[src/ocas_defs.vh]
// Purpose: Constants for the ones-complement adder/shifter.
// Assumes: 32-bit APB data, one aligned word per register.
// Notes:   Definitions only.
`ifndef OCAS_DEFS_VH
`define OCAS_DEFS_VH

// ----------------------------------------------------------------
// Register byte offsets
// ----------------------------------------------------------------
`define OCAS_OFF_CTRL 8'h00
`define OCAS_OFF_REG_A 8'h04
`define OCAS_OFF_REG_Q 8'h08
`define OCAS_OFF_REG_X 8'h0c
`define OCAS_OFF_REG_Y 8'h10
`define OCAS_OFF_REG_P 8'h14
`define OCAS_OFF_REG_MASK 8'h18
`define OCAS_OFF_RESULT 8'h1c
`define OCAS_OFF_STATUS 8'h20

// ----------------------------------------------------------------
// Control fields
// ----------------------------------------------------------------
`define OCAS_CTRL_FSEL_LSB 0
`define OCAS_CTRL_SSEL_LSB 4
`define OCAS_CTRL_FUNC_LSB 8
`define OCAS_CTRL_SHIFT_LSB 10
`define OCAS_CTRL_WIDTH 12
`define OCAS_CTRL_RESET 12'h000

// First operand select bits
`define OCAS_FSEL_X 0
`define OCAS_FSEL_Y 1
`define OCAS_FSEL_A 2
`define OCAS_FSEL_INC 3
// Second operand select bits
`define OCAS_SSEL_Q 0
`define OCAS_SSEL_X 1
`define OCAS_SSEL_P 2
`define OCAS_SSEL_MASK 3

// Function codes
`define OCAS_FUNC_ADD 2'h0
`define OCAS_FUNC_XOR 2'h1
`define OCAS_FUNC_AND 2'h2
// Shift codes
`define OCAS_SHIFT_NONE 2'h0
`define OCAS_SHIFT_LEFT 2'h1
`define OCAS_SHIFT_RIGHT 2'h2

// ----------------------------------------------------------------
// Status fields and reset values
// ----------------------------------------------------------------
`define OCAS_STAT_OVF 0
`define OCAS_STAT_BUCKET 1
`define OCAS_STAT_LONG 2
`define OCAS_STAT_WRAP 3
`define OCAS_STAT_OVFDET 4
`define OCAS_REG_RESET 16'h0000

`endif

[src/ocas_adder_shifter.v]
// Purpose: 16-bit ones-complement adder/shifter with overflow flag.
// Assumes: Sequencer inputs are on mclk; APB3 slave, no wait states.
// Notes:   Operand registers live here and are loaded by software.
//
// Overview of operation
// RULE_01: Selected second-operand register is gated onto the second operand port.
// RULE_02: With no second-operand select, every second operand bit is one.
// RULE_03: Increment select presents plus one on the first operand port.
// RULE_04: Adder is eight two-bit groups; bit 15 and bit 0 are adjacent.
// RULE_05: Sum formed by subtracting the negated second operand from the first.
// RULE_06: Zero minus one generates a borrow; one minus zero absorbs it.
// RULE_07: Equal subtracted bits form an enable that passes and toggles a borrow.
// RULE_08: Group 0 borrow in is upper section borrow or lower borrow with enable.
// RULE_09: Wraparound borrow from stage 15 borrow or enable with group borrow.
// RULE_10: Positive overflow is wraparound borrow with result bit 15 one.
// RULE_11: Negative overflow is result bit 15 zero with stage 15 satisfied.
// RULE_12: Add sets overflow flag at strobe c of the second operand cycle.
// RULE_13: Register ops selecting xor or logical product never set overflow.
// RULE_14: Divide sets overflow flag when A ends negative at completion.
// RULE_15: Return from trap loads overflow flag from fetched word bit 15.
// RULE_16: Trap entry injects the overflow flag into second operand bit 15.
// RULE_17: Sense-overflow skip clears the flag at strobe c of first cycle.
// RULE_18: Left shifts rotate bit 15 into bit 0.
// RULE_19: Right shifts drop bit 0 and replicate bit 15 into bit 14.
// RULE_20: Long shift flip-flop set at strobe b for QA shifts, multiply, divide.
// RULE_21: Long left first routes A15 to Q0 and catches Q15 in the bucket.
// RULE_22: Long left second shifts the bucket into A bit 0.
// RULE_23: Divide step without wraparound borrow sets the bucket at strobe a.
// RULE_24: Long right catches Q0 in the bucket, then places it in A bit 15.
// RULE_25: Overflow flag holds except under its defined set and clear events.
//
// The APB interface to the registers and the register offsets were chosen for this implementation.
`timescale 1ns/1ps
`include "ocas_defs.vh"

module ocas_adder_shifter #(
  parameter WIDTH = 16
) (
  // Clock and reset
  input wire mclk,
  input wire resetn,
  // APB slave
  input wire psel,
  input wire penable,
  input wire pwrite,
  input wire [7:0] paddr,
  input wire [31:0] pwdata,
  output reg [31:0] prdata,
  output wire pready,
  output wire pslverr,
  // Sequencer phase strobes and cycle qualifiers
  input wire strobeA,
  input wire strobeB,
  input wire strobeC,
  input wire firstCycle,
  input wire secondCycle,
  input wire operandPhase,
  // Instruction context
  input wire addOp,
  input wire regToRegOp,
  input wire instrBit6,
  input wire instrBit7,
  input wire multiplyOp,
  input wire divideOp,
  input wire divideStep,
  input wire divideDone,
  input wire returnFromTrap,
  input wire trapEntry,
  input wire senseOverflow,
  input wire memWord15,
  input wire shiftBit5,
  input wire shiftBit6,
  input wire longShiftDone,
  // Results
  output reg [WIDTH-1:0] resultOut,
  output reg overflowFlag,
  output reg bitBucket,
  output reg longShift
);

  // ----------------------------------------------------------------
  // Software registers
  // ----------------------------------------------------------------
  reg [`OCAS_CTRL_WIDTH-1:0] ctrl_q;
  reg [WIDTH-1:0] regA_q;
  reg [WIDTH-1:0] regQ_q;
  reg [WIDTH-1:0] regX_q;
  reg [WIDTH-1:0] regY_q;
  reg [WIDTH-1:0] regP_q;
  reg [WIDTH-1:0] regMask_q;

  wire [3:0] firstSel;
  wire [3:0] secondSel;
  wire [1:0] funcSel;
  wire [1:0] shiftSel;
  assign firstSel = ctrl_q[`OCAS_CTRL_FSEL_LSB +: 4];
  assign secondSel = ctrl_q[`OCAS_CTRL_SSEL_LSB +: 4];
  assign funcSel = ctrl_q[`OCAS_CTRL_FUNC_LSB +: 2];
  assign shiftSel = ctrl_q[`OCAS_CTRL_SHIFT_LSB +: 2];

  // ----------------------------------------------------------------
  // Operand fan-in
  // ----------------------------------------------------------------
  reg [WIDTH-1:0] firstOperand;
  reg [WIDTH-1:0] secondOperand;

  always @*
  begin
    // Unselected port floats to all ones, like the open gate inputs
    if (firstSel == 4'h0)
    begin
      firstOperand = {WIDTH{1'b1}};
    end
    else
    begin
      firstOperand = ({WIDTH{firstSel[`OCAS_FSEL_X]}} & regX_q)
        | ({WIDTH{firstSel[`OCAS_FSEL_Y]}} & regY_q)
        | ({WIDTH{firstSel[`OCAS_FSEL_A]}} & regA_q)
        | {{(WIDTH-1){1'b0}}, firstSel[`OCAS_FSEL_INC]}; // see RULE_03
    end
  end

  always @*
  begin
    if (secondSel == 4'h0)
    begin
      secondOperand = {WIDTH{1'b1}}; // see RULE_02
    end
    else
    begin
      // Gates wire-or; software keeps to one select at a time
      secondOperand = ({WIDTH{secondSel[`OCAS_SSEL_Q]}} & regQ_q)
        | ({WIDTH{secondSel[`OCAS_SSEL_X]}} & regX_q)
        | ({WIDTH{secondSel[`OCAS_SSEL_P]}} & regP_q)
        | ({WIDTH{secondSel[`OCAS_SSEL_MASK]}} & regMask_q); // see RULE_01
    end
    if (trapEntry)
    begin
      secondOperand[WIDTH-1] = overflowFlag; // see RULE_16
    end
  end

  // ----------------------------------------------------------------
  // Stage conditions
  // ----------------------------------------------------------------
  // The second operand is complemented before subtraction, so an
  // enable is unlike bits, a borrow both zero, a satisfy both one.
  wire [WIDTH-1:0] stageGen;
  wire [WIDTH-1:0] stageEnb;
  wire [WIDTH-1:0] stageSat;
  wire [WIDTH-1:0] stageDif;
  assign stageGen = ~firstOperand & ~secondOperand; // see RULE_06
  assign stageEnb = firstOperand ^ secondOperand; // see RULE_07
  assign stageSat = firstOperand & secondOperand; // see RULE_06
  assign stageDif = firstOperand ^ ~secondOperand; // see RULE_05

  // ----------------------------------------------------------------
  // Group look-ahead: group k holds stages 2k-1 and 2k
  // ----------------------------------------------------------------
  wire [7:0] grpBorrow;
  wire [7:0] grpEnable;
  assign grpBorrow[0] = 1'b0;
  assign grpEnable[0] = 1'b0;

  genvar gk;
  generate
    for (gk = 1; gk < 8; gk = gk + 1)
    begin : g_group
      assign grpBorrow[gk] = stageGen[2*gk]
        | (stageEnb[2*gk] & stageGen[2*gk-1]); // see RULE_04
      assign grpEnable[gk] = stageEnb[2*gk] & stageEnb[2*gk-1];
    end
  endgenerate

  // ----------------------------------------------------------------
  // Sections, end-around borrow and stage borrows
  // ----------------------------------------------------------------
  reg secBorrowLo;
  reg secBorrowHi;
  reg secEnableHi;
  reg grp0BorrowIn;
  reg wraparoundBorrow;
  reg stage0Out;
  reg [WIDTH-1:0] stageBorrowIn;
  integer si;

  always @*
  begin
    secBorrowLo = stageGen[0];
    secBorrowHi = 1'b0;
    secEnableHi = 1'b1;
    for (si = 1; si < 4; si = si + 1)
    begin
      secBorrowLo = grpBorrow[si] | (grpEnable[si] & secBorrowLo);
    end
    for (si = 4; si < 8; si = si + 1)
    begin
      secBorrowHi = grpBorrow[si] | (grpEnable[si] & secBorrowHi);
      secEnableHi = secEnableHi & grpEnable[si];
    end
    grp0BorrowIn = secBorrowHi | (secBorrowLo & secEnableHi); // see RULE_08
    wraparoundBorrow = stageGen[WIDTH-1]
      | (stageEnb[WIDTH-1] & grp0BorrowIn); // see RULE_09
    // Wraparound acts as stage 0's borrow; its result seeds stage 1
    stage0Out = stageGen[0] | (stageEnb[0] & wraparoundBorrow);
    stageBorrowIn[0] = wraparoundBorrow; // see RULE_04
    stageBorrowIn[1] = stage0Out;
    for (si = 2; si < WIDTH; si = si + 1)
    begin
      stageBorrowIn[si] = stageGen[si-1]
        | (stageEnb[si-1] & stageBorrowIn[si-1]); // see RULE_06
    end
  end

  // ----------------------------------------------------------------
  // Adder output and overflow detection
  // ----------------------------------------------------------------
  reg [WIDTH-1:0] sum;

  always @*
  begin
    if (funcSel == `OCAS_FUNC_AND)
    begin
      sum = firstOperand & secondOperand;
    end
    else if (funcSel == `OCAS_FUNC_XOR)
    begin
      sum = stageEnb;
    end
    else
    begin
      sum = stageDif ^ stageBorrowIn; // see RULE_07
    end
  end

  wire isAdd;
  wire ovfPositive;
  wire ovfNegative;
  wire ovfDetect;
  assign isAdd = (funcSel == `OCAS_FUNC_ADD);
  assign ovfPositive = wraparoundBorrow & sum[WIDTH-1]; // see RULE_10
  assign ovfNegative = ~sum[WIDTH-1] & stageSat[WIDTH-1]; // see RULE_11
  assign ovfDetect = isAdd & (ovfPositive | ovfNegative);

  // ----------------------------------------------------------------
  // Shifter
  // ----------------------------------------------------------------
  wire shiftQA;
  wire longContext;
  wire longLeftFirst;
  wire longLeftSecond;
  wire longRightSecond;
  assign shiftQA = shiftBit5 & shiftBit6;
  assign longContext = shiftQA | multiplyOp | divideOp;
  assign longLeftFirst = longContext & ~longShift
    & (shiftSel == `OCAS_SHIFT_LEFT);
  assign longLeftSecond = longShift & (shiftSel == `OCAS_SHIFT_LEFT);
  assign longRightSecond = longShift & (shiftSel == `OCAS_SHIFT_RIGHT);

  reg leftFill;
  reg rightTop;
  reg [WIDTH-1:0] shifted;

  always @*
  begin
    if (longLeftFirst)
    begin
      leftFill = regA_q[WIDTH-1]; // see RULE_21
    end
    else if (longLeftSecond)
    begin
      leftFill = bitBucket; // see RULE_22
    end
    else
    begin
      leftFill = sum[WIDTH-1]; // see RULE_18
    end
    rightTop = longRightSecond ? bitBucket : sum[WIDTH-1]; // see RULE_24
    if (shiftSel == `OCAS_SHIFT_LEFT)
    begin
      shifted = {sum[WIDTH-2:0], leftFill}; // see RULE_18
    end
    else if (shiftSel == `OCAS_SHIFT_RIGHT)
    begin
      shifted = {rightTop, sum[WIDTH-1:1]}; // see RULE_19
    end
    else
    begin
      shifted = sum;
    end
  end

  // ----------------------------------------------------------------
  // Overflow flag, bucket and long-shift flip-flop
  // ----------------------------------------------------------------
  wire addSetsFlag;
  wire divSetsFlag;
  wire trapLoadsFlag;
  wire senseClears;
  // Logical register ops must not set the flag from stale borrows
  assign addSetsFlag = strobeC & secondCycle & operandPhase & ovfDetect
    & (addOp | (regToRegOp & ~instrBit6 & ~instrBit7)); // see RULE_12 RULE_13
  assign divSetsFlag = divideOp & divideDone & regA_q[WIDTH-1]; // see RULE_14
  assign trapLoadsFlag = strobeC & firstCycle & returnFromTrap;
  assign senseClears = strobeC & firstCycle & senseOverflow;

  always @(posedge mclk or negedge resetn)
  begin
    if (!resetn)
    begin
      overflowFlag <= 1'b0;
    end
    else if (addSetsFlag | divSetsFlag)
    begin
      overflowFlag <= 1'b1; // set wins over a coincident clear
    end
    else if (trapLoadsFlag)
    begin
      overflowFlag <= memWord15; // see RULE_15
    end
    else if (senseClears)
    begin
      overflowFlag <= 1'b0; // see RULE_17
    end
  end // see RULE_25

  always @(posedge mclk or negedge resetn)
  begin
    if (!resetn)
    begin
      bitBucket <= 1'b0;
    end
    else if (strobeA)
    begin
      if (divideStep)
      begin
        bitBucket <= ~wraparoundBorrow; // see RULE_23
      end
      else if (longLeftFirst)
      begin
        bitBucket <= sum[WIDTH-1]; // see RULE_21
      end
      else if (~longShift & (shiftSel == `OCAS_SHIFT_RIGHT)
        & (shiftQA | multiplyOp))
      begin
        bitBucket <= sum[0]; // see RULE_24
      end
    end
  end

  always @(posedge mclk or negedge resetn)
  begin
    if (!resetn)
    begin
      longShift <= 1'b0;
    end
    else if (strobeB & longContext)
    begin
      longShift <= 1'b1; // see RULE_20
    end
    else if (longShiftDone)
    begin
      longShift <= 1'b0;
    end
  end

  always @(posedge mclk or negedge resetn)
  begin
    if (!resetn)
    begin
      resultOut <= `OCAS_REG_RESET;
    end
    else
    begin
      resultOut <= shifted;
    end
  end

  // ----------------------------------------------------------------
  // APB slave
  // ----------------------------------------------------------------
  // Read data is captured in the setup cycle so it leaves a flop and
  // the access phase still completes at once.
  function is_mapped;
    input [7:0] addr;
    begin
      is_mapped = (addr <= `OCAS_OFF_STATUS) && (addr[1:0] == 2'b00);
    end
  endfunction

  function is_writable;
    input [7:0] addr;
    begin
      is_writable = is_mapped(addr) && (addr < `OCAS_OFF_RESULT);
    end
  endfunction

  wire apbWrite;
  assign pready = 1'b1;
  assign pslverr = psel & penable
    & (pwrite ? ~is_writable(paddr) : ~is_mapped(paddr));
  assign apbWrite = psel & penable & pwrite & is_writable(paddr);

  wire [31:0] statusWord;
  assign statusWord = {27'h0000000, ovfDetect, wraparoundBorrow,
    longShift, bitBucket, overflowFlag};

  always @(posedge mclk or negedge resetn)
  begin
    if (!resetn)
    begin
      ctrl_q <= `OCAS_CTRL_RESET;
      regA_q <= `OCAS_REG_RESET;
      regQ_q <= `OCAS_REG_RESET;
      regX_q <= `OCAS_REG_RESET;
      regY_q <= `OCAS_REG_RESET;
      regP_q <= `OCAS_REG_RESET;
      regMask_q <= `OCAS_REG_RESET;
    end
    else if (apbWrite)
    begin
      if (paddr == `OCAS_OFF_CTRL)
        ctrl_q <= pwdata[`OCAS_CTRL_WIDTH-1:0];
      else if (paddr == `OCAS_OFF_REG_A)
        regA_q <= pwdata[WIDTH-1:0];
      else if (paddr == `OCAS_OFF_REG_Q)
        regQ_q <= pwdata[WIDTH-1:0];
      else if (paddr == `OCAS_OFF_REG_X)
        regX_q <= pwdata[WIDTH-1:0];
      else if (paddr == `OCAS_OFF_REG_Y)
        regY_q <= pwdata[WIDTH-1:0];
      else if (paddr == `OCAS_OFF_REG_P)
        regP_q <= pwdata[WIDTH-1:0];
      else if (paddr == `OCAS_OFF_REG_MASK)
        regMask_q <= pwdata[WIDTH-1:0];
    end
  end

  always @(posedge mclk or negedge resetn)
  begin
    if (!resetn)
    begin
      prdata <= 32'h00000000;
    end
    else if (psel & ~penable)
    begin
      if (paddr == `OCAS_OFF_CTRL)
        prdata <= {{(32-`OCAS_CTRL_WIDTH){1'b0}}, ctrl_q};
      else if (paddr == `OCAS_OFF_REG_A)
        prdata <= {{(32-WIDTH){1'b0}}, regA_q};
      else if (paddr == `OCAS_OFF_REG_Q)
        prdata <= {{(32-WIDTH){1'b0}}, regQ_q};
      else if (paddr == `OCAS_OFF_REG_X)
        prdata <= {{(32-WIDTH){1'b0}}, regX_q};
      else if (paddr == `OCAS_OFF_REG_Y)
        prdata <= {{(32-WIDTH){1'b0}}, regY_q};
      else if (paddr == `OCAS_OFF_REG_P)
        prdata <= {{(32-WIDTH){1'b0}}, regP_q};
      else if (paddr == `OCAS_OFF_REG_MASK)
        prdata <= {{(32-WIDTH){1'b0}}, regMask_q};
      else if (paddr == `OCAS_OFF_RESULT)
        prdata <= {{(32-WIDTH){1'b0}}, resultOut};
      else if (paddr == `OCAS_OFF_STATUS)
        prdata <= statusWord;
      else
        prdata <= 32'h00000000;
    end
  end

endmodule

[config.mk]
export PLATFORM = sky130hd
export DESIGN_NAME = ocas_adder_shifter
export DESIGN_NICKNAME = d
export VERILOG_FILES = /design/src/ocas_adder_shifter.v
export VERILOG_INCLUDE_DIRS = /design/src
export SDC_FILE = /design/constraint.sdc
export NUM_CORES = 1
export LEC_CHECK = 0
export ABC_AREA = 0
export BUFFER_PORTS_ARGS = -buffer_cell sky130_fd_sc_hd__buf_2
export CAP_MARGIN = 20
export CORE_ASPECT_RATIO = 1.1
export CORE_UTILIZATION = 61
export CTS_BUF_LIST = sky130_fd_sc_hd__clkbuf_4
export CTS_CLUSTER_DIAMETER = 100
export CTS_CLUSTER_SIZE = 24
export DETAILED_ROUTE_END_ITERATION = 8
export GPL_ROUTABILITY_DRIVEN = 0
export PLACE_DENSITY_LB_ADDON = 0.3
export SYNTH_ARGS = -nofsm -noshare
export SYNTH_HDL_FRONTEND = slang
export SYNTH_SLANG_ARGS = --single-unit
[constraint.sdc]
create_clock -name mclk -period 18.77 [get_ports mclk]
set_input_delay 1.877 -clock mclk [delete_from_list [all_inputs] [get_ports mclk]]
set_output_delay 1.877 -clock mclk [all_outputs]
set_load 0.05 [all_outputs]
; ---- Yosys cells after proc, flatten, opt, wreduce, memory -nomap -nowiden
; Cells that the tools add are included.
[classes]
eq_ne = 12
magnitude_cmp = 2
reduce_logical = 18
muxes = 28
n_bitwise = 136
[op_table]
columns = cell, count
row1 = 16-bit 2-to-1 mux, 12
row2 = 16-bit AND, 9
row3 = 16-bit OR, 5
row4 = 1-bit AND, 67
row5 = 32-bit 2-to-1 mux, 2
row6 = 16-bit XOR, 3
row7 = 1-bit OR, 35
row8 = 8-bit by 5-bit equality test with 1-bit output (second input constant), 4
row9 = 16-bit NOT, 2
row10 = 8-bit by 4-bit equality test with 1-bit output (second input constant), 2
row11 = 16-bit by 1-bit OR with 16-bit output, 1
row12 = 1-bit NOT, 14
row13 = 1-bit 2-to-1 mux, 13
row14 = 8-bit by 3-bit equality test with 1-bit output (second input constant), 1
row15 = 8-bit by 6-bit equality test with 1-bit output (second input constant), 1
row16 = 8-bit by 6-bit <= comparator with 1-bit output (second input constant), 1
row17 = 4-bit logical NOT, 2
row18 = 8-bit logical NOT, 1
row19 = 8-bit by 5-bit less-than comparator with 1-bit output (second input constant), 1
row20 = 8-bit AND reduction, 1
row21 = 7-bit AND reduction, 1
row22 = 6-bit AND reduction, 1
row23 = 3-bit nonzero test, 2
row24 = 5-bit 2-to-1 mux, 1
row25 = other kinds (9), 14
[totals]
out_inout_bits = 53
word_cells = 208
reg_bits = 159
in_bits = 66

; ---- Depth between registers and ports, before layout
; Gate-level depths: netlist (run 1).
[logic_depth]
word_depth = 65
ltp_mapped = 38
depth_no_buf = 36

; ---- Least setup slack after synthesis (run 1)
; No wires, ideal clock.
[synth_timing]
path_type = input-to-reg
startpoint = input trapEntry
endpoint = register prdata[4]
required_time_ns = 18.635
path_buffers = 0
path_stages = 32
arrival_ns = 9.927
setup_time_ns = 0.135
path_slack_ns = 8.708
cell_sequence = mux2_2 inv_1 ha_1 a211oi_1 o221ai_1 o22ai_1 fa_1 inv_1 fa_1 fa_1 fa_1 inv_1 fa_1 inv_1 fa_1 inv_1 fa_1 inv_1 fa_1 fa_1 fa_1 fa_1 fa_1 fa_1 inv_1 fa_1 inv_1 fa_1 or4_1 nand3_1 nor3b_1 o211ai_1
[synth_via]
elab_chain_cells = 50
word_cells_on_any_way = 55
classes_between = 12 x mux / 43 x bitwise
[synth_rtl]
columns = item, line_no
row1 = "start, declared", ocas_adder_shifter.v:68  ; input wire trapEntry,
row2 = 1-bit 2-to-1 mux (*), ocas_adder_shifter.v:137  ; if (trapEntry)
row3 = 16-bit XOR / 16-bit NOT (equally long branches), "ocas_adder_shifter.v:153, ocas_adder_shifter.v:152, ocas_adder_shifter.v:155"
row4 = 1-bit AND / 16-bit AND (equally long branches), "ocas_adder_shifter.v:203, ocas_adder_shifter.v:152"
row5 = 1-bit OR, ocas_adder_shifter.v:203  ; | (stageEnb[WIDTH-1] & grp0BorrowIn);
row6 = 1-bit AND, ocas_adder_shifter.v:205  ; stage0Out = stageGen[0] | (stageEnb[0] & wraparoundBorrow);
row7 = 1-bit OR, ocas_adder_shifter.v:205
row8 = 1-bit AND, ocas_adder_shifter.v:211  ; | (stageEnb[si-1] & stageBorrowIn[si-1]);
row9 = 1-bit OR, ocas_adder_shifter.v:211
row10 = [... 34 more ...], --
row11 = 16-bit 2-to-1 mux (*), ocas_adder_shifter.v:461  ; else if (paddr == `OCAS_OFF_RESULT)
row12 = 16-bit 2-to-1 mux (*), ocas_adder_shifter.v:459  ; else if (paddr == `OCAS_OFF_REG_MASK)
row13 = 16-bit 2-to-1 mux (*), ocas_adder_shifter.v:457  ; else if (paddr == `OCAS_OFF_REG_P)
row14 = 16-bit 2-to-1 mux (*), ocas_adder_shifter.v:455  ; else if (paddr == `OCAS_OFF_REG_Y)
row15 = 16-bit 2-to-1 mux (*), ocas_adder_shifter.v:453  ; else if (paddr == `OCAS_OFF_REG_X)
row16 = 16-bit 2-to-1 mux (*), ocas_adder_shifter.v:451  ; else if (paddr == `OCAS_OFF_REG_Q)
row17 = 32-bit 2-to-1 mux (*), ocas_adder_shifter.v:449  ; else if (paddr == `OCAS_OFF_REG_A)
row18 = 32-bit 2-to-1 mux (*), ocas_adder_shifter.v:447  ; if (paddr == `OCAS_OFF_CTRL)
row19 = "end signal, assigned", ocas_adder_shifter.v:448  ; prdata <= {{(32-`OCAS_CTRL_WIDTH){1'b0}}, ctrl_q};
row20 = "end signal, assigned", ocas_adder_shifter.v:450  ; prdata <= {{(32-WIDTH){1'b0}}, regA_q};
row21 = "end signal, assigned", ocas_adder_shifter.v:452  ; prdata <= {{(32-WIDTH){1'b0}}, regQ_q};
row22 = "end, declared", ocas_adder_shifter.v:48  ; output reg [31:0] prdata,
; Every way passes the cells marked *; elsewhere a longest branch is shown, timed or not.
; A chain may end at the register's enable or synchronous reset.

; ---- Worst setup path in the final report (run 1)
[layout_timing]
startpoint = register ctrl_q[6]
endpoint = register prdata[4]
[layout_via]
elab_chain_cells = 63
word_cells_on_any_way = 98
classes_between = 13 x mux / 84 x bitwise / 1 x reduce/logical
[layout_rtl]
columns = item, line_no
row1 = "start, declared", ocas_adder_shifter.v:84  ; reg [`OCAS_CTRL_WIDTH-1:0] ctrl_q;
row2 = "start signal, assigned", ocas_adder_shifter.v:412  ; ctrl_q <= `OCAS_CTRL_RESET;
row3 = "start signal, assigned", ocas_adder_shifter.v:423  ; ctrl_q <= pwdata[`OCAS_CTRL_WIDTH-1:0];
row4 = 16-bit AND, ocas_adder_shifter.v:134  ; | ({WIDTH{secondSel[`OCAS_SSEL_P]}} & regP_q)
row5 = 16-bit OR (2 in series), ocas_adder_shifter.v:132  ; secondOperand = ({WIDTH{secondSel[`OCAS_SSEL_Q]}} & regQ_q)
row6 = 16-bit 2-to-1 mux (*), ocas_adder_shifter.v:125  ; if (secondSel == 4'h0)
row7 = 16-bit NOT, "ocas_adder_shifter.v:152, ocas_adder_shifter.v:155"
row8 = 16-bit AND, ocas_adder_shifter.v:152  ; assign stageGen = ~firstOperand & ~secondOperand;
row9 = 1-bit AND, ocas_adder_shifter.v:170  ; | (stageEnb[2*gk] & stageGen[2*gk-1]);
row10 = 1-bit OR, ocas_adder_shifter.v:170
row11 = 1-bit AND / 1-bit OR (equally long branches), "ocas_adder_shifter.v:198, ocas_adder_shifter.v:194"
row12 = [... 46 more ...], --
row13 = 16-bit 2-to-1 mux (*), ocas_adder_shifter.v:461
row14 = 16-bit 2-to-1 mux (*), ocas_adder_shifter.v:459
row15 = 16-bit 2-to-1 mux (*), ocas_adder_shifter.v:457
row16 = 16-bit 2-to-1 mux (*), ocas_adder_shifter.v:455
row17 = 16-bit 2-to-1 mux (*), ocas_adder_shifter.v:453
row18 = 16-bit 2-to-1 mux (*), ocas_adder_shifter.v:451
row19 = 32-bit 2-to-1 mux (*), ocas_adder_shifter.v:449
row20 = 32-bit 2-to-1 mux (*), ocas_adder_shifter.v:447
; Marks and branches as above.

==> run_results.csv, run 1 <==
group,metric,value,unit
status,status,"finished, violations left",
status,violations,"DRC",
synthesis,syn_avg_cell_area,10.2,µm²
synthesis,netlist_area,9420,µm²
setup_path,cell_with_the_biggest_individual_delay_on_the_critical_path,"or4_1",
setup_path,criticalPathCategory,"register to register",
synthesis,synth_seq_cells,143,
finish,drive_above_1_share,0.284,
synthesis,post_synth_inst_count,921,
clocking,cts.sinks,143,
clocking,clock_latency,0.60,ns
finish,final_design_area_no_fill,10200,µm²
finish,nNetsFinal,1091,
grt,grt_max_degree,84,
die,top_level_ports,119,
sta,worst_clock_skew,0.0288,ns
sta,totalNegativeSetupSlack,0,ns
drt,route.vias.total,7872,
drt,wire_per_inst,22.3,µm
clocking,worst_setup_hold_path_clk_slew,0.14,ns
synthesis,synthDominantCellAreaShare,0.380,
power_and_ir_drop,total_power,0.000604,W
placement,post_dp_cell_area,9850,µm²
sta,rsz_0062_raised_after_global_routing,"false",
grt,number_of_global_route_vias_before_repair,7632,
setup_path,timing.critical_path.required,19.24,ns
power_and_ir_drop,power_per_cell_area,59.2,nW/µm²
clocking,cts-htree-levels,4,
clocking,clock-root-buffer,"clkbuf_4",
grt,wire_length_of_the_first_global_routing_pass,41300,µm
sta,post-route-period-util,0.601,
power_and_ir_drop,power.leakage,4.89,nW
clocking,numCtsBuffers,17,
setup_path,max_stage_delay,0.93,ns
clocking,clock_path_buffers,2,
sta,layout_min_cycle_time,11.27,ns
setup_path,cp.arrival,11.74,ns
setup_path,cpMostUsedCell,"fa_1",
sta,hold_slack,0.493,ns
sta,report.final.hold_viol_count,0,
drt,firstDrtPassIters,9,
sta,achievable-frequency,0.0887,GHz
synthesis,yosys_most_used_dff,"dfrtp_1",
clocking,cts_setup_buffers,0,
die,die-area,15900,µm²
synthesis,synth_area_leaders,"dfrtp_1, mux2_2, ha_1",
placement,hpwlAfterDp,17700,µm
worst_hold_path,min_path_type,"register to register",
setup_path,setup.worst_path.start_class,"register",
die,die_h,132,µm
setup_path,crit_path_end_kind,"register",
sta,setup_viol,0,
sta,worstMarginPinSlew,1.03,ns
finish,area.growth.synth_to_final,8.38,%
grt,grt_antenna_before_repair,1,
drt,routed_wl,26500,µm
die,die_width,120,µm
sta,slew_headroom,0.314,
placement,placement.io_buffers,85,
synthesis,synth_largest_area_cell,"dfrtp_1",
setup_path,timing.critical_path.fanout_max,19,
drt,final_antenna_net_count,0,
synthesis,synth_seq_area_share,0.380,
drt,initialDrtViolationCount,980,
synthesis,ys_async_sr_fraction,1.00,
finish,fillerInstances,1186,
drt,route.detailed.drc,1,
grt,grt_usage,0.347,
job,cap_viol_max_count,0,
clocking,cts_tree,"done",
grt,gr-total-overflow,0,
die,number_of_placement_rows,47,
drt,post_drt_via_cell_ratio,6.63,
synthesis,synth_cell_type_count,66,
sta,slew_viol_final,0,
power_and_ir_drop,vdd_ir_drop_max,42.1,µV
die,floorplan.initialDensity,0.626,
synthesis,ys.warnings.count,0,
clocking,cts_resized,0,
die,core_area,15100,µm²
clocking,post_cts_hold_buffers,0,
synthesis,synth-edff-count,0,
==> routing by layer <==
layer  up-vias  track usage  wire (µm)
met2       525        0.531      12300
met5         -            0          0
li1       3403            -          -
met3       103       0.0882       2520
met4         0        0.201       1330
met1      3841        0.446      10400
==> path summary, 6_finish.rpt <==
check	start	end	slack [ns]	cells after the start
min in group asynchronous	resetn	prdata[13]$_DFFE_PN0P_	1.30	1
worst max register to register	ctrl_q[6]$_DFFE_PN0P_	prdata[4]$_DFFE_PN0P_	7.50	34
worst min-delay path	prdata[14]$_DFFE_PN0P_	prdata[14]$_DFFE_PN0P_	0.49	2
max in group asynchronous	resetn	ctrl_q[8]$_DFFE_PN0P_	16.13	2
worst max-delay path	ctrl_q[6]$_DFFE_PN0P_	prdata[4]$_DFFE_PN0P_	7.50	34
worst min register to register	prdata[14]$_DFFE_PN0P_	prdata[14]$_DFFE_PN0P_	0.49	2
==> kinds of logic (layout without fill, tap and decap cells) <==
kind of cell             count (synthesis)  after routing  synth area share
multiplexers                           166            166             0.214
AND/OR/NAND/NOR                        233            233             0.127
other                                    2             18          0.000797
AO/OA/AOI/OAI                          190            190             0.134
adder cells (fa/ha/maj)                 47             47            0.0744
buffers and inverters                  139            194            0.0689
flip-flops                             143            143             0.380
XOR/XNOR                                 1              1          0.000930
==> worst max-delay path, delay by kind of cell, from the launching register on <==
| kind | cells | cell delay [ns] |
|---|---|---|
| DFF | 1 | 0.38 |
| adders and majority gates | 16 | 6.17 |
| AOI/OAI and AO/OA | 4 | 1.21 |
| and+or+nand+nor | 6 | 2.64 |
| buffers and inverters | 8 | 0.76 |
==> synthesized netlist by cell type, types with 3 or more instances <==
library cell / instances
o21ai_0: 34
nand4_1: 7
buf_2: 21
mux4_2: 14
o211ai_1: 3
nand2b_1: 9
or4_1: 3
fa_1: 15
clkbuf_1: 33
buf_4: 20
a211oi_1: 19
o31ai_1: 5
a2111oi_0: 3
mux2_2: 104
nor2_1: 50
a22oi_1: 37
nor3_1: 6
mux2_4: 10
a21oi_1: 43
mux2i_1: 38
nor3b_1: 4
o221ai_1: 5
nor2b_1: 9
nand2_1: 81
o32a_1: 3
o22ai_1: 18
dfrtp_1: 143
a32o_1: 3
ha_1: 32
inv_1: 60
nand2_2: 4
nand3_1: 35
==> state kept, by name, summed over array words and instances (netlist names) <==
register,flops
prdata,16
regA_q,16
regMask_q,16
regP_q,16
regQ_q,16
regX_q,16
regY_q,16
resultOut,16
ctrl_q,12
bitBucket,1
longShift,1
overflowFlag,1
==> cell type report <==
type                            instances  area, µm²  share of cell area
Sequential cell                       143       3580               0.351
Antenna cell                            1       2.50            0.000245
Multi-Input combinational cell        654       5250               0.515
Tap cell                              196        245              0.0240
Clock buffer                           19        143              0.0140
Timing Repair Buffer                  102        599              0.0587
Clock inverter                         13        163              0.0159
Inverter                               60        225              0.0221
==> cell usage in the layout (no fill, tap or decap), types with 19 or more instances in the layout <==
master / netlist / final
dfrtp_1: 143 / 143
clkbuf_4: 0 / 19
mux2i_1: 38 / 38
buf_2: 21 / 84
mux2_2: 104 / 104
a21oi_1: 43 / 43
nor2_1: 50 / 49
a22oi_1: 37 / 37
nand2_1: 81 / 81
nand3_1: 35 / 35
a211oi_1: 19 / 19
o21ai_0: 34 / 34
ha_1: 32 / 32
inv_1: 60 / 60
==> report_power, final <==
group | internal, W | switching [W]
sequential | 0.000312 | 0.00000328
clock | 0.0000955 | 0.000120
combinational | 0.0000185 | 0.0000548
total | 0.000426 | 0.000178
==> through the flow <==
stage	setup slack (ns)	instances	utilization
floorplan	8.71	936	-
global placement	7.68	1153	0.654
detailed placement	7.54	1153	0.654
CTS	7.64	1185	0.674
global route	7.11	1188	0.678
finish	7.50	1188	0.678
Note: power is estimated with default switching activity, not from simulation.
==> run 2, diff against run 1 <==
--- a/config.mk
+++ b/config.mk
@@ -10,7 +10,7 @@
 export BUFFER_PORTS_ARGS = -buffer_cell sky130_fd_sc_hd__buf_2
 export CAP_MARGIN = 20
 export CORE_ASPECT_RATIO = 1.1
-export CORE_UTILIZATION = 61
+export CORE_UTILIZATION = 55
 export CTS_BUF_LIST = sky130_fd_sc_hd__clkbuf_4
 export CTS_CLUSTER_DIAMETER = 100
 export CTS_CLUSTER_SIZE = 24
==> constraint.sdc (replaced) <==
create_clock -name mclk -period 9.17 [get_ports mclk]
set_input_delay 0.917 -clock mclk [delete_from_list [all_inputs] [get_ports mclk]]
set_output_delay 0.917 -clock mclk [all_outputs]
set_load 0.05 [all_outputs]
==> run_results.csv, run 2 (synthesis gave the netlist of run 1 again) <==
group,metric,value,unit
finish,drive_above_1_share,0.365,
setup_path,path_delay_family,"adder cells",
grt,gr-total-overflow,0,
sta,post-route-period-util,0.972,
finish,mostFrequentLayoutCell,"dfrtp_1",
placement,post_dp_cell_area,10400,µm²
setup_path,criticalPathCategory,"register to register",
sta,report.final.hold_viol_count,0,
sta,worst_clock_skew,0.0238,ns
sta,slew_viol_final,0,
sta,totalNegativeSetupSlack,0,ns
status,status,"finished clean",
die,core_area,16600,µm²
grt,grt_antenna_before_repair,3,
finish,final_design_area_no_fill,11000,µm²
sta,setup_viol,0,
power_and_ir_drop,power.leakage,5.28,nW
drt,wire_per_inst,22.1,µm
power_and_ir_drop,vdd_ir_drop_max,79.3,µV
grt,grt_max_degree,77,
finish,layout.cells.non_filler,1268,
grt,grt_usage,0.326,
setup_path,setup.worst_path.start_class,"register",
finish,nNetsFinal,1162,
die,number_of_placement_rows,49,
drt,final_antenna_net_count,0,
clocking,cts.sinks,143,
setup_path,cp.arrival,9.42,ns
clocking,post_cts_hold_buffers,0,
setup_path,cpMostUsedCell,"fa_2",
clocking,clock_path_buffers,2,
die,die_width,127,µm
sta,layout_min_cycle_time,8.92,ns
clocking,cts-htree-levels,4,
setup_path,timing.critical_path.buf_inv,10,
placement,dp_cells,1229,
die,die_h,139,µm
sta,worstMarginPinSlew,1.05,ns
die,top_level_ports,119,
clocking,numCtsBuffers,17,
drt,route.vias.total,8094,
grt,wire_length_of_the_first_global_routing_pass,43000,µm
sta,achievable-frequency,0.112,GHz
clocking,clock-root-buffer,"clkbuf_4",
placement,placement.io_buffers,85,
worst_hold_path,min_path_type,"primary input to asynchronous set/reset pin",
drt,firstDrtPassIters,8,
clocking,cts_tree,"done",
setup_path,cell_with_the_biggest_individual_delay_on_the_critical_path,"or4_4",
sta,slew_headroom,0.299,
sta,hold_slack,0.322,ns
drt,routed_wl,28000,µm
finish,area.growth.synth_to_final,17.2,%
setup_path,timing.critical_path.required,9.67,ns
clocking,worst_setup_hold_path_clk_slew,0.14,ns
finish,most-common-layout-cells,"dfrtp_1, mux2_2, buf_2, buf_4, nand2_1",
die,floorplan.initialDensity,0.569,
power_and_ir_drop,power_per_cell_area,115,nW/µm²
drt,initialDrtViolationCount,792,
clocking,clock_latency,0.61,ns
setup_path,timing.critical_path.fanout_max,7,
die,die-area,17700,µm²
setup_path,crit_path_end_kind,"register",
setup_path,max_stage_delay,0.60,ns
placement,hpwlAfterDp,18900,µm
power_and_ir_drop,total_power,0.00127,W
job,cap_viol_max_count,0,
grt,number_of_global_route_vias_before_repair,7948,
drt,post_drt_via_cell_ratio,6.38,
drt,route.detailed.drc,0,
==> run 2: changes by cell type in the layout (fill, tap and decap cells not counted), moves of 5 or more <==
cell / delta
fa_2: +11
buf_4: +68
nand3_1: -7
fa_1: -11
nand3_2: +5
==> run 2: per-stage QoR <==
step	setup WS, ns	util
after floorplan	0.0246	-
after global placement	-0.347	0.629
after detailed placement	-0.335	0.630
after CTS	0.0538	0.655
after global routing	-0.0360	0.667
final	0.253	0.667
==> run 2: layout make-up <==
cell class / instances / area (µm²)
clock buffers: 18 / 135
fillers: 1263 / 5510
diodes: 2 / 5.00
multi-input cells: 654 / 5490
inverters: 60 / 225
well taps: 204 / 255
clock inverters: 14 / 190
repair buffers: 173 / 1160
flip-flops and latches: 143 / 3580
==> run 2: path summary, 6_finish.rpt <==
kind | cells after the start | end | startpoint | slack [ns]
max in group asynchronous | 2 | ctrl_q[9]$_DFFE_PN0P_ | resetn | 7.48
setup / recovery | 37 | bitBucket$_DFFE_PN0P_ | ctrl_q[4]$_DFFE_PN0P_ | 0.25
hold / removal | 1 | regY_q[12]$_DFFE_PN0P_ | resetn | 0.32
hold reg to reg | 2 | prdata[15]$_DFFE_PN0P_ | prdata[15]$_DFFE_PN0P_ | 0.49
min in group mclk | 2 | longShift$_DFFE_PN0P_ | longShiftDone | 0.49
setup reg to reg | 37 | bitBucket$_DFFE_PN0P_ | ctrl_q[4]$_DFFE_PN0P_ | 0.25
==> run 2: where the power goes <==
part / switching (W) / internal, W
Sequential: 0.00000689 / 0.000639
Clock: 0.000247 / 0.000219
Combinational: 0.000114 / 0.0000417
Total: 0.000368 / 0.000900
==> run 2: what timing repair did <==
item	in CTS	in global routing
setup endpoints to repair	8	8
endpoints found under the hold margin	0	0
resized for setup	15	24
pin swaps	7	19
setup buffers	1	2
cloned	0	1
==> run 2: layer usage <==
metal,routed length (µm),vias to the layer above,GRT usage
met4,1570,0,0.208
met1,10700,3998,0.400
li1,-,3550,-
met3,2460,107,0.0734
met5,0,-,0
met2,13300,439,0.519
==> run 2: worst register-to-register path, delay by kind of cell (launching register included) <==
family	cells	cell delay, ns
fa+ha+maj	16	5.18
flops	1	0.40
simple gates	2	0.69
buf+inv	10	0.80
compound gates	9	1.74
==> run 3, diff against run 2 <==
--- a/config.mk
+++ b/config.mk
@@ -16,7 +16,7 @@
 export CTS_CLUSTER_SIZE = 24
 export DETAILED_ROUTE_END_ITERATION = 8
 export GPL_ROUTABILITY_DRIVEN = 0
-export PLACE_DENSITY_LB_ADDON = 0.3
+export PLACE_DENSITY = 0.83
 export SYNTH_ARGS = -nofsm -noshare
 export SYNTH_HDL_FRONTEND = slang
 export SYNTH_SLANG_ARGS = --single-unit
==> run_results.csv, run 3 (synthesis gave the netlist of run 1 again) <==
group,metric,value,unit
die,top_level_ports,119,
setup_path,crit_path_end_kind,"register",
die,number_of_placement_rows,49,
placement,post_dp_cell_area,10400,µm²
setup_path,reg2reg_from,"ctrl_q[0]$_DFFE_PN0P_",
grt,grt_usage,0.336,
clocking,cts.sinks,143,
sta,worstMarginPinSlew,1.15,ns
grt,grt_antenna_before_repair,2,
clocking,cts_tree,"done",
setup_path,max_stage_delay,0.65,ns
die,floorplan.initialDensity,0.569,
power_and_ir_drop,total_power,0.00128,W
sta,rsz_0062_raised_after_global_routing,"false",
drt,final_antenna_net_count,0,
finish,mostFrequentLayoutCell,"dfrtp_1",
grt,grt_max_degree,81,
finish,drive_above_1_share,0.371,
die,die_width,127,µm
setup_path,critical_path.reg2reg.endpoint,"bitBucket$_DFFE_PN0P_",
finish,area.growth.synth_to_final,17.0,%
clocking,worst_setup_hold_path_clk_slew,0.13,ns
setup_path,cell_with_the_biggest_individual_delay_on_the_critical_path,"or4_1",
sta,setup_viol,0,
sta,slew_headroom,0.236,
status,status,"finished clean",
placement,dp_cells,1227,
die,die-area,17700,µm²
sta,totalNegativeSetupSlack,0,ns
finish,fillerInstances,1189,
drt,firstDrtPassIters,6,
power_and_ir_drop,power.leakage,5.31,nW
grt,wire_length_of_the_first_global_routing_pass,44500,µm
setup_path,worst_setup_path_startpoint,"ctrl_q[0]$_DFFE_PN0P_",
drt,post_drt_via_cell_ratio,6.51,
setup_path,criticalPathCategory,"register to register",
sta,slew_viol_final,0,
sta,report.final.hold_viol_count,0,
sta,achievable-frequency,0.113,GHz
setup_path,timing.critical_path.required,9.66,ns
power_and_ir_drop,power_per_cell_area,116,nW/µm²
sta,post-route-period-util,0.965,
setup_path,cpMostUsedCell,"fa_2",
setup_path,setup.worst_path.start_class,"register",
clocking,clock-root-buffer,"clkbuf_4",
drt,route.detailed.drc,0,
drt,routed_wl,29000,µm
setup_path,timing.critical_path.fanout_max,5,
power_and_ir_drop,vdd_ir_drop_max,79.2,µV
sta,worst_clock_skew,0.0212,ns
setup_path,cp.arrival,9.34,ns
grt,number_of_global_route_vias_before_repair,8090,
finish,layout.cells.non_filler,1272,
finish,nNetsFinal,1166,
clocking,cts-htree-levels,4,
drt,wire_per_inst,22.8,µm
placement,placement.io_buffers,85,
die,core_area,16600,µm²
placement,hpwlAfterDp,18800,µm
grt,gr-total-overflow,0,
clocking,numCtsBuffers,17,
worst_hold_path,min_path_type,"primary input to asynchronous set/reset pin",
clocking,clock_latency,0.59,ns
drt,route.vias.total,8280,
job,cap_viol_max_count,0,
die,die_h,139,µm
finish,final_design_area_no_fill,11000,µm²
clocking,clock_path_buffers,2,
drt,initialDrtViolationCount,937,
finish,most-common-layout-cells,"dfrtp_1, mux2_2, buf_4, buf_2, nand2_1",
setup_path,rr_worst_depth,36,
sta,layout_min_cycle_time,8.85,ns
clocking,post_cts_hold_buffers,0,
setup_path,setup.reg_to_reg.worst_slack,0.32,ns
-- run 3: cell types whose count changed in the layout (fill, tap and decap cells not counted), sizes merged --
cell and change:
buf +5, clkbuf -2, clkinv +2, clkinvlp -2, bufinv +1
-- run 3: cell type report --
class | count | area, µm² | share of cell area
multi-input combinational | 654 | 5460 | 0.495
clock buffer | 17 | 128 | 0.0116
tap | 204 | 255 | 0.0232
inverter | 60 | 225 | 0.0204
clock inverter | 15 | 198 | 0.0179
antenna | 2 | 5.00 | 0.000454
timing repair buffer | 177 | 1170 | 0.106
sequential | 143 | 3580 | 0.325
-- run 3: worst max-delay path: cells and delay by family (launching register included) --
kind,cells,cell delay [ns]
simple gates,2,0.74
flops,1,0.42
compound gates,9,1.70
buf+inv,9,0.69
fa+ha+maj,16,5.18
-- run 3: layer usage --
metal / vias to the layer above / share of wire / GRT usage
met3: 125 / 0.10 / 0.0865
met5: - / 0 / 0
met1: 4036 / 0.38 / 0.441
met2: 567 / 0.46 / 0.513
li1: 3552 / - / -
met4: 0 / 0.052 / 0.180
-- run 3: worst max path at each step --
stage	endpoint	slack (ns)	cells past startpoint
finish	bitBucket$_DFFE_PN0P_	0.32	36
global route	bitBucket$_DFFE_PN0P_	0.009	36
CTS	resultOut[0]$_DFF_PN0_	0.007	34
detailed placement	prdata[4]$_DFFE_PN0P_	-0.36	34
global placement	prdata[4]$_DFFE_PN0P_	-0.27	34
floorplan	prdata[4]$_DFFE_PN0P_	0.02	36
-- run 3: power breakdown --
| part | switching [W] | leakage [nW] | total (W) | internal, W |
|---|---|---|---|---|
| combinational | 0.000115 | 3.28 | 0.000158 | 0.0000428 |
| sequential | 0.00000700 | 1.85 | 0.000646 | 0.000639 |
| clock | 0.000235 | 0.177 | 0.000473 | 0.000238 |
-- run 3: stage by stage --
step / hold WS (ns) / setup WS (ns) / util
3_3_place_gp: 0.456 / -0.273 / 0.628
4_1_cts: 0.289 / 0.00694 / 0.655
3_5_place_dp: 0.473 / -0.361 / 0.628
6_report: 0.301 / 0.317 / 0.666
5_1_grt: 0.311 / 0.00870 / 0.666
2_1_floorplan: 0.493 / 0.0246 / -
-- run 3: what timing repair did --
| item | CTS | global route |
|---|---|---|
| setup endpoints to repair | 8 | 8 |
| pin swaps | 8 | 19 |
| setup buffers | 6 | 3 |
| gates resized for setup | 17 | 28 |
